--- src/common/ipr_pkg.sv ---
// Constants, types and helpers for the first interrupt pin event router
package ipr_pkg;

	// ==================================================================
	// Register addresses
	localparam logic [7:0] ADDR_SOFT_RESET = 8'h2A; // Software reset entry
	localparam logic [7:0] ADDR_MAP0_LOW   = 8'h2B; // Pin 0 routing, low map
	localparam logic [7:0] ADDR_MAP0_HIGH  = 8'h2C; // Pin 0 routing, high map
	localparam logic [7:0] ADDR_MAP1_LOW   = 8'h2D; // Pin 1 routing, low map

	// ==================================================================
	// Reset values and codes
	localparam logic [7:0] MAP0_LOW_RST    = 8'h80; // Busy routing on by default
	localparam logic [7:0] MAP0_HIGH_RST   = 8'h00; // All sources off
	localparam logic [7:0] MAP1_LOW_RST    = 8'h00; // All sources off
	localparam logic [7:0] SOFT_RESET_CODE = 8'h52; // Key that starts a soft reset
	localparam logic [7:0] RDATA_IDLE      = 8'h00; // Read value when nothing answers

	// ==================================================================
	// Field positions, low map
	localparam int unsigned POS_FUSE_BUSY  = 7;
	localparam int unsigned POS_IDLE       = 6;
	localparam int unsigned POS_MOTION     = 5;
	localparam int unsigned POS_LOW_RSVD   = 4;
	localparam int unsigned POS_Q_LEVEL    = 3;
	localparam int unsigned POS_Q_OVERFLOW = 2;
	localparam int unsigned POS_Q_FULL     = 1;
	localparam int unsigned POS_SAMPLE_RDY = 0;

	// Field positions, high map
	localparam int unsigned POS_FUSE_DONE  = 7;
	localparam int unsigned POS_FUSE_REQ   = 6;
	localparam int unsigned POS_UNDERVOLT  = 5;
	localparam int unsigned POS_CLIP       = 4;
	localparam int unsigned POS_PARITY     = 3;
	localparam int unsigned POS_TAP3       = 2;
	localparam int unsigned POS_TAP2       = 1;
	localparam int unsigned POS_TAP1       = 0;

	// Enable bits whose sense is inverted (zero enables)
	localparam logic [7:0] MAP_LOW_INV  = 8'h02;
	localparam logic [7:0] MAP_HIGH_INV = 8'h00;

	// ==================================================================
	// Timing
	localparam int unsigned CLK_PERIOD_NS     = 20;
	localparam int unsigned SOFT_RST_NS       = 500000;
	localparam int unsigned SOFT_RST_CYCLES   =
		(SOFT_RST_NS + CLK_PERIOD_NS - 1) / CLK_PERIOD_NS;
	localparam int unsigned SOFT_RST_CNT_W    = 15;

	// ==================================================================
	// Soft reset sequencer states, Gray along run -> init -> hiz
	typedef enum logic [1:0] {
		ST_RUN  = 2'h0,
		ST_INIT = 2'h1,
		ST_HIZ  = 2'h3
	} ipr_state_t;

	// ==================================================================
	// Qualify a source byte with its map, honouring inverted enables
	function automatic logic ipr_qualify(
		input logic [7:0] map,
		input logic [7:0] src,
		input logic [7:0] inv
	);
		ipr_qualify = |(src & (map ^ inv));
	endfunction : ipr_qualify

endpackage : ipr_pkg

--- src/common/ipr_route_if.sv ---
// Map and source bundle between the register side and the routing logic
`timescale 1ns/1ps
`default_nettype none

interface ipr_route_if;
	logic [7:0] map_low;  // Low routing map
	logic [7:0] map_high; // High routing map
	logic [7:0] src_low;  // Sources matching the low map
	logic [7:0] src_high; // Sources matching the high map
	logic       hit;      // Any qualified source active

	modport regs (output map_low, output map_high, output src_low,
		output src_high, input hit);
	modport route (input map_low, input map_high, input src_low,
		input src_high, output hit);
endinterface : ipr_route_if

`default_nettype wire

--- src/verilog/ipr_route.sv ---
// Combines qualified sources into the first interrupt pin request
`timescale 1ns/1ps
`default_nettype none

module ipr_route
	import ipr_pkg::*;
(
	// Map and sources in, request out
	ipr_route_if.route bus
);

	// ==================================================================
	// Per-map qualification
	wire logic w_hit_low;  // Low map contributes
	wire logic w_hit_high; // High map contributes

	// Inverted sense of the full bit is folded in by the mask
	assign w_hit_low  = ipr_qualify(bus.map_low, bus.src_low, MAP_LOW_INV);
	assign w_hit_high = ipr_qualify(bus.map_high, bus.src_high, MAP_HIGH_INV);

	// Wired OR of every qualified source
	assign bus.hit = w_hit_low | w_hit_high;

endmodule : ipr_route

`default_nettype wire

--- src/verilog/ipr_router.sv ---
// Top of the first interrupt pin event router with its map registers
`timescale 1ns/1ps
`default_nettype none

module ipr_router
	import ipr_pkg::*;
#(
	// Soft reset settle time; shorten for simulation
	parameter int unsigned P_SRST_CYCLES = SOFT_RST_CYCLES
) (
	// Clock and reset
	input  wire logic       i_clk_sys,
	input  wire logic       i_reset,
	// Register port
	input  wire logic [7:0] i_addr,
	input  wire logic [7:0] i_wdata,
	input  wire logic       i_wr,
	input  wire logic       i_rd,
	output var  logic [7:0] o_rdata,
	// Event and status sources, low map
	input  wire logic       i_fuse_busy_status,
	input  wire logic       i_idle,
	input  wire logic       i_motion,
	input  wire logic       i_queue_level,
	input  wire logic       i_queue_overflow,
	input  wire logic       i_queue_full,
	input  wire logic       i_sample_ready,
	// Event and status sources, high map
	input  wire logic       i_fuse_done_status,
	input  wire logic       i_fuse_request,
	input  wire logic       i_undervolt_latched,
	input  wire logic       i_clip_latched,
	input  wire logic       i_parity_fault,
	input  wire logic       i_tap3,
	input  wire logic       i_tap2,
	input  wire logic       i_tap1,
	// Interrupt pins
	output var  logic       o_first_irq_pin,
	output var  logic       o_first_irq_pin_oe,
	output var  logic       o_second_irq_pin,
	output var  logic       o_second_irq_pin_oe,
	// Status
	output var  logic       o_soft_reset_busy
);

	// ==================================================================
	// Registers
	logic [7:0]                map0_low_reg;   // Pin 0 low routing map
	logic [7:0]                map0_high_reg;  // Pin 0 high routing map
	logic [7:0]                map1_low_reg;   // Pin 1 low map, stored only
	logic [7:0]                rdata_reg;      // Read data, one cycle late
	logic                      pin0_reg;       // Registered pin 0 level
	logic                      pin1_reg;       // Registered pin 1 level, held low
	logic                      oe_reg;         // Pins driven while set
	logic                      busy_reg;       // Soft reset settling
	logic [SOFT_RST_CNT_W-1:0] cnt_reg;        // Settle counter
	logic [SOFT_RST_CNT_W-1:0] cnt_next;       // Settle counter next
	ipr_state_t                state_reg;      // Sequencer state
	ipr_state_t                state_next;     // Sequencer next state

	// ==================================================================
	// Access decode
	wire logic w_sel_srst;   // Soft reset address
	wire logic w_sel_low;    // Low map address
	wire logic w_sel_high;   // High map address
	wire logic w_sel_pin1;   // Pin 1 map address
	wire logic w_in_init;    // Settling, map access locked
	wire logic w_wr_ok;      // Write may land in a map
	wire logic w_srst_req;   // Valid soft reset key written
	wire logic w_map_wr;     // Any map written
	wire logic w_cnt_done;   // Settle time elapsed

	assign w_sel_srst = (i_addr == ADDR_SOFT_RESET);
	assign w_sel_low  = (i_addr == ADDR_MAP0_LOW);
	assign w_sel_high = (i_addr == ADDR_MAP0_HIGH);
	assign w_sel_pin1 = (i_addr == ADDR_MAP1_LOW);
	assign w_in_init  = (state_reg == ST_INIT);
	assign w_wr_ok    = i_wr && !w_in_init;

	// Only the exact key starts a reset; other values are dropped
	assign w_srst_req = w_wr_ok && w_sel_srst && (i_wdata == SOFT_RESET_CODE);
	assign w_map_wr   = w_wr_ok && (w_sel_low || w_sel_high || w_sel_pin1);
	assign w_cnt_done = (cnt_reg == SOFT_RST_CNT_W'(P_SRST_CYCLES - 1));

	// ==================================================================
	// Read mux; during settling every read returns zero
	wire logic [7:0] w_rd_val;   // Addressed register value
	wire logic [7:0] w_rd_next;  // Value for the read data flop

	assign w_rd_val = w_sel_low  ? map0_low_reg  :
		w_sel_high ? map0_high_reg :
		w_sel_pin1 ? map1_low_reg  :
		RDATA_IDLE;
	assign w_rd_next = (i_rd && !w_in_init) ? w_rd_val : RDATA_IDLE;

	// ==================================================================
	// Source vectors laid out by enable position
	wire logic [7:0] w_src_low;   // Sources for the low map
	wire logic [7:0] w_src_high;  // Sources for the high map

	assign w_src_low[POS_FUSE_BUSY]  = i_fuse_busy_status;
	assign w_src_low[POS_IDLE]       = i_idle;
	assign w_src_low[POS_MOTION]     = i_motion;
	assign w_src_low[POS_LOW_RSVD]   = 1'b0;
	assign w_src_low[POS_Q_LEVEL]    = i_queue_level;
	assign w_src_low[POS_Q_OVERFLOW] = i_queue_overflow;
	assign w_src_low[POS_Q_FULL]     = i_queue_full;
	assign w_src_low[POS_SAMPLE_RDY] = i_sample_ready;
	assign w_src_high[POS_FUSE_DONE] = i_fuse_done_status;
	assign w_src_high[POS_FUSE_REQ]  = i_fuse_request;
	assign w_src_high[POS_UNDERVOLT] = i_undervolt_latched;
	assign w_src_high[POS_CLIP]      = i_clip_latched;
	assign w_src_high[POS_PARITY]    = i_parity_fault;
	assign w_src_high[POS_TAP3]      = i_tap3;
	assign w_src_high[POS_TAP2]      = i_tap2;
	assign w_src_high[POS_TAP1]      = i_tap1;

	// ==================================================================
	// Routing
	ipr_route_if route_bus ();

	assign route_bus.map_low  = map0_low_reg;
	assign route_bus.map_high = map0_high_reg;
	assign route_bus.src_low  = w_src_low;
	assign route_bus.src_high = w_src_high;

	ipr_route u_route (
		.bus (route_bus.route)
	);

	// ==================================================================
	// Sequencer next state
	always_comb begin
		state_next = state_reg;
		cnt_next   = cnt_reg;
		case (state_reg)
			// Normal operation, pins driven
			ST_RUN: begin
				if (w_srst_req) begin
					state_next = ST_INIT;
					cnt_next   = '0;
				end
			end
			// Settling, registers locked
			ST_INIT: begin
				cnt_next = cnt_reg + SOFT_RST_CNT_W'(1);
				if (w_cnt_done) begin
					state_next = ST_HIZ;
				end
			end
			// Pins float until software touches a map
			ST_HIZ: begin
				if (w_srst_req) begin
					state_next = ST_INIT;
					cnt_next   = '0;
				end else if (w_map_wr) begin
					state_next = ST_RUN;
				end
			end
			default: begin
				state_next = ST_RUN;
			end
		endcase
	end

	// Sequencer flops
	always_ff @(posedge i_clk_sys) begin
		if (i_reset) begin
			state_reg <= ST_RUN;
			cnt_reg   <= '0;
		end else begin
			state_reg <= state_next;
			cnt_reg   <= cnt_next;
		end
	end

	// ==================================================================
	// Map registers; soft reset returns them to reset values
	always_ff @(posedge i_clk_sys) begin
		if (i_reset || w_srst_req) begin
			map0_low_reg  <= MAP0_LOW_RST;
			map0_high_reg <= MAP0_HIGH_RST;
			map1_low_reg  <= MAP1_LOW_RST;
		end else begin
			if (w_wr_ok && w_sel_low) begin
				map0_low_reg <= i_wdata;
			end
			if (w_wr_ok && w_sel_high) begin
				map0_high_reg <= i_wdata;
			end
			if (w_wr_ok && w_sel_pin1) begin
				map1_low_reg <= i_wdata;
			end
		end
	end

	// ==================================================================
	// Output flops; level follows sources one cycle late
	always_ff @(posedge i_clk_sys) begin
		if (i_reset) begin
			rdata_reg <= RDATA_IDLE;
			pin0_reg  <= 1'b0;
			pin1_reg  <= 1'b0;
			oe_reg    <= 1'b1;
			busy_reg  <= 1'b0;
		end else begin
			rdata_reg <= w_rd_next;
			pin0_reg  <= route_bus.hit;
			// Pin 1 routing lives elsewhere, so its level stays low here
			pin1_reg  <= 1'b0;
			oe_reg    <= (state_next == ST_RUN);
			busy_reg  <= (state_next == ST_INIT);
		end
	end

	// Second pin has no sources here and idles low when driven
	assign o_rdata             = rdata_reg;
	assign o_first_irq_pin     = pin0_reg;
	assign o_first_irq_pin_oe  = oe_reg;
	assign o_second_irq_pin    = pin1_reg;
	assign o_second_irq_pin_oe = oe_reg;
	assign o_soft_reset_busy   = busy_reg;
endmodule : ipr_router

`default_nettype wire

--- config.mk ---
export PLATFORM = sky130hd
export DESIGN_NAME = ipr_router
export DESIGN_NICKNAME = d
export VERILOG_FILES = /design/src/common/ipr_pkg.sv /design/src/common/ipr_route_if.sv /design/src/verilog/ipr_route.sv /design/src/verilog/ipr_router.sv
export SDC_FILE = /design/constraint.sdc
export NUM_CORES = 1
export LEC_CHECK = 0
export ABC_AREA = 0
export ABC_CLOCK_PERIOD_IN_PS = 3400
export BUFFER_PORTS_ARGS = -buffer_cell sky130_fd_sc_hd__buf_2
export CAP_MARGIN = 5
export CORE_AREA = 5 5 78 80
export CTS_CLUSTER_SIZE = 20
export DETAILED_ROUTE_END_ITERATION = 7
export DIE_AREA = 0 0 83 85
export GPL_ROUTABILITY_DRIVEN = 0
export HOLD_SLACK_MARGIN = 0.05
export PLACE_DENSITY = 0.67
export SLEW_MARGIN = 15
export SYNTH_ARGS = -nofsm -noshare
export SYNTH_HDL_FRONTEND = slang
export SYNTH_SLANG_ARGS = --single-unit
export TNS_END_PERCENT = 50
--- constraint.sdc ---
create_clock -name i_clk_sys -period 3.4 [get_ports i_clk_sys]
set_clock_uncertainty 0.05 [all_clocks]
set_input_delay 0.51 -clock i_clk_sys [delete_from_list [all_inputs] [get_ports i_clk_sys]]
set_output_delay 0.51 -clock i_clk_sys [all_outputs]
set_load 0.03 [all_outputs]
# == After elaboration in Yosys (flattened, before gate mapping) ==
# Cells that the tools add are included.
# word_totals
regBits,52
inputBits,35
out_inout_bits,13
# classes
n_addsub,1
eq_ne,10
n_reduce_logical,20
bitwise_logic,5
muxes,10
# op_table
cell,count
$eq A8 B6 Y1 const B,4
$pmux W15 S2,1
$mux W8,3
$and A8 B8 Y8,2
$reduce_or A8 Y1,2
$add A15 B1 Y15 const B,1
$eq A15 B15 Y1 const B,1
$mux W15,1
$eq A8 B7 Y1 const B,1
$logic_and A1 B1 Y1,8
$mux W2,4
$pmux W2 S3,1
$eq A2 B1 Y1 const B,2
$logic_not A2 Y1,2
$reduce_or A2 Y1,2
$logic_or A1 B1 Y1,3
$eq A2 B2 Y1 const B,1
$ne A2 B1 Y1 const B,1
$not A1 Y1,2
$reduce_and A2 Y1,1
$reduce_bool A2 Y1,1
$logic_not A1 Y1,1
$or A1 B1 Y1,1

# == Longest topological paths before layout ==
# Gate-level depths: netlist (run 1).
# depth
word_depth,8
mapped_depth,9

# == By module ==
# From an unflattened synthesis (run 1), not the netlist that was laid out.
# hier_totals
hier_cells,285
area_unflattened_um2,2509.9
# modules_own_cells
module,cells_per_inst,n_inst,area_per_inst_um2
ipr_router,275,1,2404.8
ipr_route,10,1,105.1

# == Worst setup path before layout (run 1) ==
# No wires, ideal clock.
# synth_timing
kind,reg-to-reg
start,register state_reg[1]
end,"register busy_reg, in the netlist o_soft_reset_busy"
arrival_ns,1.761
path_buffers,0
slack_ns,1.489
stages_incl_launch_ff,8
synth_period_minus_slack_ns,1.911
cell_sequence,dfxtp_1 inv_1 ha_1 nor2b_1 nand4b_1 o21a_1 a32o_1 a2111oi_4
# synth_between
elab_chain_len,8
elab_cells_between_ends,14
cone_classes,3 x eq/ne; 5 x mux; 6 x reduce/logical
# synth_rtl
item,line,rtl
from (decl),ipr_router.sv:58,ipr_state_t state_reg;
from (signal assigned),ipr_router.sv:172,state_reg <= state_next;
$eq A2 B1 Y1,"ipr_router.sv:77, ipr_router.sv:136",
$logic_not A1 Y1,ipr_router.sv:78,assign w_wr_ok = i_wr && !w_in_init;
$logic_and A1 B1 Y1,ipr_router.sv:78,
$logic_and A1 B1 Y1 (on tied branches),"ipr_router.sv:82, ipr_router.sv:81",
$mux W2 or $logic_and A1 B1 Y1 (tied branches),"ipr_router.sv:156, ipr_router.sv:81",
$mux W2 (on tied branches),"ipr_router.sv:153, ipr_router.sv:139",
$pmux W2 S3 *,ipr_router.sv:136,case (state_reg)
$eq A2 B1 Y1 *,ipr_router.sv:212,busy_reg <= (state_next == ST_INIT);
to (signal assigned),ipr_router.sv:212,
to (decl),ipr_router.sv:55,logic busy_reg;
# Mark *: on every way between the ends. The rest lies on a longest branch, timed or not.
# A chain may end at the register's enable or synchronous reset.

# == Final worst setup path (run 1) ==
# Ends and elaborated chain as after synthesis.

==> impl_results.md, run 1 <==
* Status: completed
* Post-cts sizing count at 0
* Share of cells above drive strength 1 at 20.72%
* CTS max path bufs at 2
* Htree depth at 2
* Row cnt at 27
* Vias in the first global route at 1996
* Cell count after synthesis at 260
* Post-layout net count at 343
* Max-Cap Viols at 0
* # DRC at 0
* I/O Pins at 48
* Clk sinks at 52
* Sw frac at 21.81%
* R2R depth at 7
* Mapped Avg Cell Area at 9.365 sq um
* Routed via count at 2018
* First-pass GRT wire length at 9259 um
* Pwr Total at 1.091 mW
* Vias per cell at 5.367
* Int Power at 0.8529 mW
* Slew margin rel. at 65.79%
* Final period utilization at 65.39%
* Met2 Track Usage GR at 27.62%
* Max-slew violation count at 0
* Die Ht at 85 um
* Crit path arrival time at 2.38 ns
* Worst min-delay path class: in -> reg
* Leakage at 1.089 nW
* Fin crit period at 2.223 ns
* Post-synthesis sequential area ratio at 42.75%
* Iteration-0 DRC Markers at 73
* Synth area leader: dfxtp_1
* FF+latch count, synth at 52
* TNS Setup at 0 ns
* NetSw at 0.2379 mW
* Worst setup EP type: register
* Unrepaired setup endpoints after global routing: no
* GR Layer Usage met3 at 3.592%
* Fin. Hold Viols at 0
* Combinational fraction of design power at 5.6%
* Power Density at 387.8 nW/um^2
* Largest net degree at the start of global routing at 25
* Peak VDD IR at 0.2171 mV
* CP peak stage delay at 0.43 ns
* Crit path required time at 3.56 ns
* Width of the die at 83 um
* Sequential share of power at 56.0%
* Synth top cells by count: dfxtp_1, nor2_1, mux2i_1
* Hold Path Depth at 2
* Per-cell routed wire length at 14.61 um
* DIE AREA at 7055 sq um
* Most crowded layer after global routing: met2
* Filler cells at 536
* Gr ovfl total at 0
* Final setup viols at 0
* Fmax at 449.8 MHz
* Ranking of synthesized cells by area: dfxtp_1, mux2i_1, nor2_1
* CP Launch Type: register
* Syn Std Cell Area at 2435 sq um
* Initial antenna violation count at 0
* Total wire length at 5493 um
* Cts bufs inserted at 5
* Largest register FFs at 15
* Met1 Use GR at 20.00%
* Worst setup margin at 1.177 ns
* Cts hold-fix bufs at 0
* Worst skew pair latency at 0.30 ns
* Worst Path Buf+Inv at 1
* Root Driver: clkbuf_8
* Syn Nets at 300
* Critical Path Stages at 7
* Worst-Margin Slew at 0.5131 ns
* Area of the multi-input gates at 1299 sq um
* HPWL Detailed at 4156 um
* Number of synthesized flops with an enable pin at 0
* DRT antenna net count at 0
* Main synth FF type: dfxtp_1
* Initial Util at 45.62%
* Most frequent cell after synthesis: dfxtp_1
* Clock power share at 38.5%
* DRT Pass-1 Iters at 4
* Synth top area share at 42.75%
* Warnings from Yosys at 0
* Total track usage at 15.79%
* Place WS at 0.9870 ns
* WS Path Type: reg -> reg
* Core area at 5338 sq um
* Reg area at 1041 sq um
* Area grow syn2layout at 15.52%
* Crit path cell chain: inv_1 > ha_1 > nor2b_1 > and3_1 > nand2_2 > a32o_1 > a2111oi_4
* Fraction of registers with async set/reset at 0%
* PortBufs at 46
* N_diodes at 0
* Clock Pin Slew Worst Setup and Hold Paths at 0.09 ns
* Netlist cell types at 48
* Setup repair bufs after CTS at 0
* Delay-heaviest family, CP: simple AND/OR/NAND/NOR gates
* Worst path slowest cell: dfxtp_1
* Crit-path max FO at 7
* CTS tree: yes
==> kinds of logic (layout without fill, tap and decap cells) <==
kind of cell,Yosys count,after routing,synth area share (%)
compound gates,51,51,16.39
xor+xnor,5,5,1.798
fa+ha+maj,5,5,2.569
buf+inv,18,62,3.905
flops,52,52,42.75
mux,23,23,9.455
other cells,1,1,0.1540
simple gates,105,105,22.97
==> layer usage <==
layer,wire [um],up-vias,share of wire (%)
li1,-,1037,-
met1,2474,931,45
met2,2734,48,50
met3,260,2,4.7
met4,24,0,0.44
met5,0,-,0
==> metrics by stage <==
stage                     util, %  cells  cell area (sq um)  hold WS, ns
after detailed placement    50.61    368               2701       0.4339
after CTS                   52.70    376               2813       0.4249
final                       52.70    376               2813       0.4295
after global routing        52.70    376               2813       0.4231
after floorplan                 -    260               2435       0.4108
after global placement      50.61    368               2701       0.4241
==> path summary, 6_finish.rpt <==
check	startpoint	endpoint	slack [ns]
hold / removal	i_wdata[7]	map0_low_reg[7]	0.43
setup / recovery	state_reg[1]	o_soft_reset_busy	1.18
hold reg to reg	map0_low_reg[4]	map0_low_reg[4]	0.45
setup reg to reg	state_reg[1]	o_soft_reset_busy	1.18
==> worst register-to-register path, cell delays in order (launching register included) <==
cell and delay, ns:
dfxtp_1 0.43, inv_1 0.11, ha_1 0.26, nor2b_1 0.30
and3_1 0.28, nand2_2 0.10, a32o_1 0.30, a2111oi_4 0.31
==> layout by cell type, fill, tap and decap left out, types with 2 or more instances in the layout <==
cell type and count:
dfxtp_1 52, buf_2 46, or3_1 6, and3_1 6
nor3_1 7, nand4b_1 5, a311oi_1 2, nand2_1 16
a221oi_1 2, a22o_1 9, xor2_1 5, clkbuf_8 5
nand3_1 5, or2_2 2, nor2b_1 4, nor4b_1 2
inv_1 5, a22oi_1 10, buf_4 3, o211ai_1 4
a21oi_1 8, a31oi_1 2, mux2i_1 23, o31ai_1 3
ha_1 5, nand4_1 4, nor2_1 38, o21ai_0 3
==> area by class of cell <==
type / instances / share of cell area [%]
clock buffers: 5 / 2.447
clock inverters: 3 / 1.512
inverters: 5 / 0.6673
multi-input cells: 190 / 46.17
flip-flops and latches: 52 / 37.01
well taps: 72 / 3.203
repair buffers: 49 / 8.986
==> power groups by stage <==
| stage | sequential, mW | combinational [mW] | clock, mW |
|---|---|---|---|
| 3_5_place_dp | 0.625 | 0.0610 | 0 |
| 2_1_floorplan | 0.626 | 0.0257 | 0 |
| 6_report | 0.610 | 0.0609 | 0.420 |
| 3_3_place_gp | 0.625 | 0.0608 | 0 |
| 4_1_cts | 0.610 | 0.0612 | 0.433 |
| 5_1_grt | 0.611 | 0.0668 | 0.461 |
Note: power is estimated with default switching activity, not from simulation.
==> run 2: changes to the inputs <==
--- a/config.mk
+++ b/config.mk
@@ -6,7 +6,7 @@
 export NUM_CORES = 1
 export LEC_CHECK = 0
 export ABC_AREA = 0
-export ABC_CLOCK_PERIOD_IN_PS = 3400
+export ABC_CLOCK_PERIOD_IN_PS = 2100
 export BUFFER_PORTS_ARGS = -buffer_cell sky130_fd_sc_hd__buf_2
 export CAP_MARGIN = 5
 export CORE_AREA = 5 5 78 80
==> constraint.sdc (replaced) <==
create_clock -name i_clk_sys -period 2.1 [get_ports i_clk_sys]
set_clock_uncertainty 0.05 [all_clocks]
set_input_delay 0.315 -clock i_clk_sys [delete_from_list [all_inputs] [get_ports i_clk_sys]]
set_output_delay 0.315 -clock i_clk_sys [all_outputs]
set_load 0.03 [all_outputs]
==> impl_results.md, run 2 (same netlist as run 1, synthesis figures left out) <==
* Vias per cell at 5.371
* RR Startpoint: state_reg[0]
* Commonest non-fill, non-tap cell in the layout: dfxtp_1
* Worst skew pair latency at 0.31 ns
* Leakage at 1.149 nW
* First-pass GRT wire length at 9646 um
* Final setup viols at 0
* Core area at 5338 sq um
* Unrepaired setup endpoints after global routing: yes
* Fin. Hold Viols at 0
* DP Cell Count at 375
* Most frequent cells in the layout: dfxtp_1, buf_2, nor2_1
* HPWL Detailed at 4352 um
* Total wire length at 5734 um
* Die Ht at 85 um
* Filler cells at 555
* Worst min-delay path class: in -> reg
* WHS at 0.2272 ns
* N_diodes at 0
* DRT antenna net count at 0
* Routed via count at 2057
* Status: completed
* Htree depth at 2
* Post-Layout Cell Count at 383
* # DRC at 0
* R2r endpoint: cnt_reg[13]
* Iteration-0 DRC Markers at 83
* Initial Util at 45.62%
* Cts bufs inserted at 5
* Power Density at 658.3 nW/um^2
* Largest register FFs at 15
* Per-cell routed wire length at 14.97 um
* Width of the die at 83 um
* CTS tree: yes
* Vias in the first global route at 1988
* Initial antenna violation count at 0
* Post-layout net count at 350
* Root Driver: clkbuf_8
* R2R depth at 7
* CP endpoint: cnt_reg[13]
* Worst setup EP type: register
* Clock Pin Slew Worst Setup and Hold Paths at 0.10 ns
* CTS max path bufs at 2
* Area grow syn2layout at 19.73%
* DRT Pass-1 Iters at 4
* Place WS at 0.07060 ns
* CP Launch Type: register
* Crit path required time at 2.29 ns
* Reg area at 1042 sq um
* Fin util at 54.62%
* DIE AREA at 7055 sq um
* Worst reg-to-reg setup slack at 0.12 ns
* Crit path arrival time at 2.18 ns
* Share of cells above drive strength 1 at 23.79%
* Row cnt at 27
* CP startpoint: state_reg[0]
* Total track usage at 16.39%
* Fmax at 503.8 MHz
* Setup repair bufs after CTS at 0
* Area of the multi-input gates at 1309 sq um
* Fin crit period at 1.985 ns
* WS Path Type: reg -> reg
* Peak VDD IR at 0.3995 mV
* I/O Pins at 48
* Largest net degree at the start of global routing at 25
* PortBufs at 46
* Final period utilization at 94.51%
* Max-Cap Viols at 0
* TNS Setup at 0 ns
* Crit-path max FO at 5
* Gr ovfl total at 0
* Worst setup margin at 0.1153 ns
* Max-slew violation count at 0
* Clk sinks at 52
run 2: final cells by class:
cell class | count | area share, %
Timing Repair Buffer | 56 | 10.90
Multi-Input combinational cell | 190 | 44.89
Tap cell | 72 | 3.090
Sequential cell | 52 | 35.75
Clock buffer | 5 | 2.361
Clock inverter | 3 | 2.361
Inverter | 5 | 0.6438
run 2: power breakdown:
part / internal, mW / leakage (nW) / switching (mW)
Combinational: 0.0440 / 0.661 / 0.0592
Clock: 0.480 / 0.0687 / 0.348
Sequential: 0.987 / 0.420 / 0.00113
Total: 1.51 / 1.15 / 0.408
run 2: through the flow:
stage                     area, sq um  power [mW]
final                            2915       1.919
after global placement           2766       1.113
after detailed placement         2766       1.114
after floorplan                  2435       1.055
after global routing             2915       1.988
after CTS                        2904       1.935
run 2: what timing repair did:
| item | in CTS | in global routing |
|---|---|---|
| gates resized for setup | 0 | 4 |
| endpoints found under the setup margin | 0 | 10 |
| hold buffers | 0 | 0 |
| hold endpoints to repair | 0 | 0 |
run 2: critical path, stage by stage (launching register included):
cell and delay [ns]:
dfxtp_2 0.38, inv_1 0.07, ha_1 0.35, and4_4 0.25, and3_1 0.22, nand3_1 0.15
or3_1 0.33, a21oi_1 0.13
run 2: worst min-delay path by stage:
| stage | from | endpoint | slack [ns] | cells past startpoint |
|---|---|---|---|---|
| finish | i_wdata[4] | map0_high_reg[4] | 0.23 | 3 |
| global route | i_wdata[7] | map0_low_reg[7] | 0.23 | 2 |
| CTS | i_wdata[7] | map0_low_reg[7] | 0.22 | 2 |
| detailed placement | map1_low_reg[5] | map1_low_reg[5] | 0.43 | 2 |
| global placement | map1_low_reg[6] | map1_low_reg[6] | 0.42 | 2 |
| floorplan | i_reset | o_soft_reset_busy | 0.34 | 1 |
run 2: layer usage:
metal  up-vias  share of wire (%)  global-route usage, %
li1       1047                  -                      -
met1       967                 48                  22.11
met2        39                 48                  27.11
met3         4                3.4                  3.107
met4         0               0.77                  4.012
met5         -                  0                      0
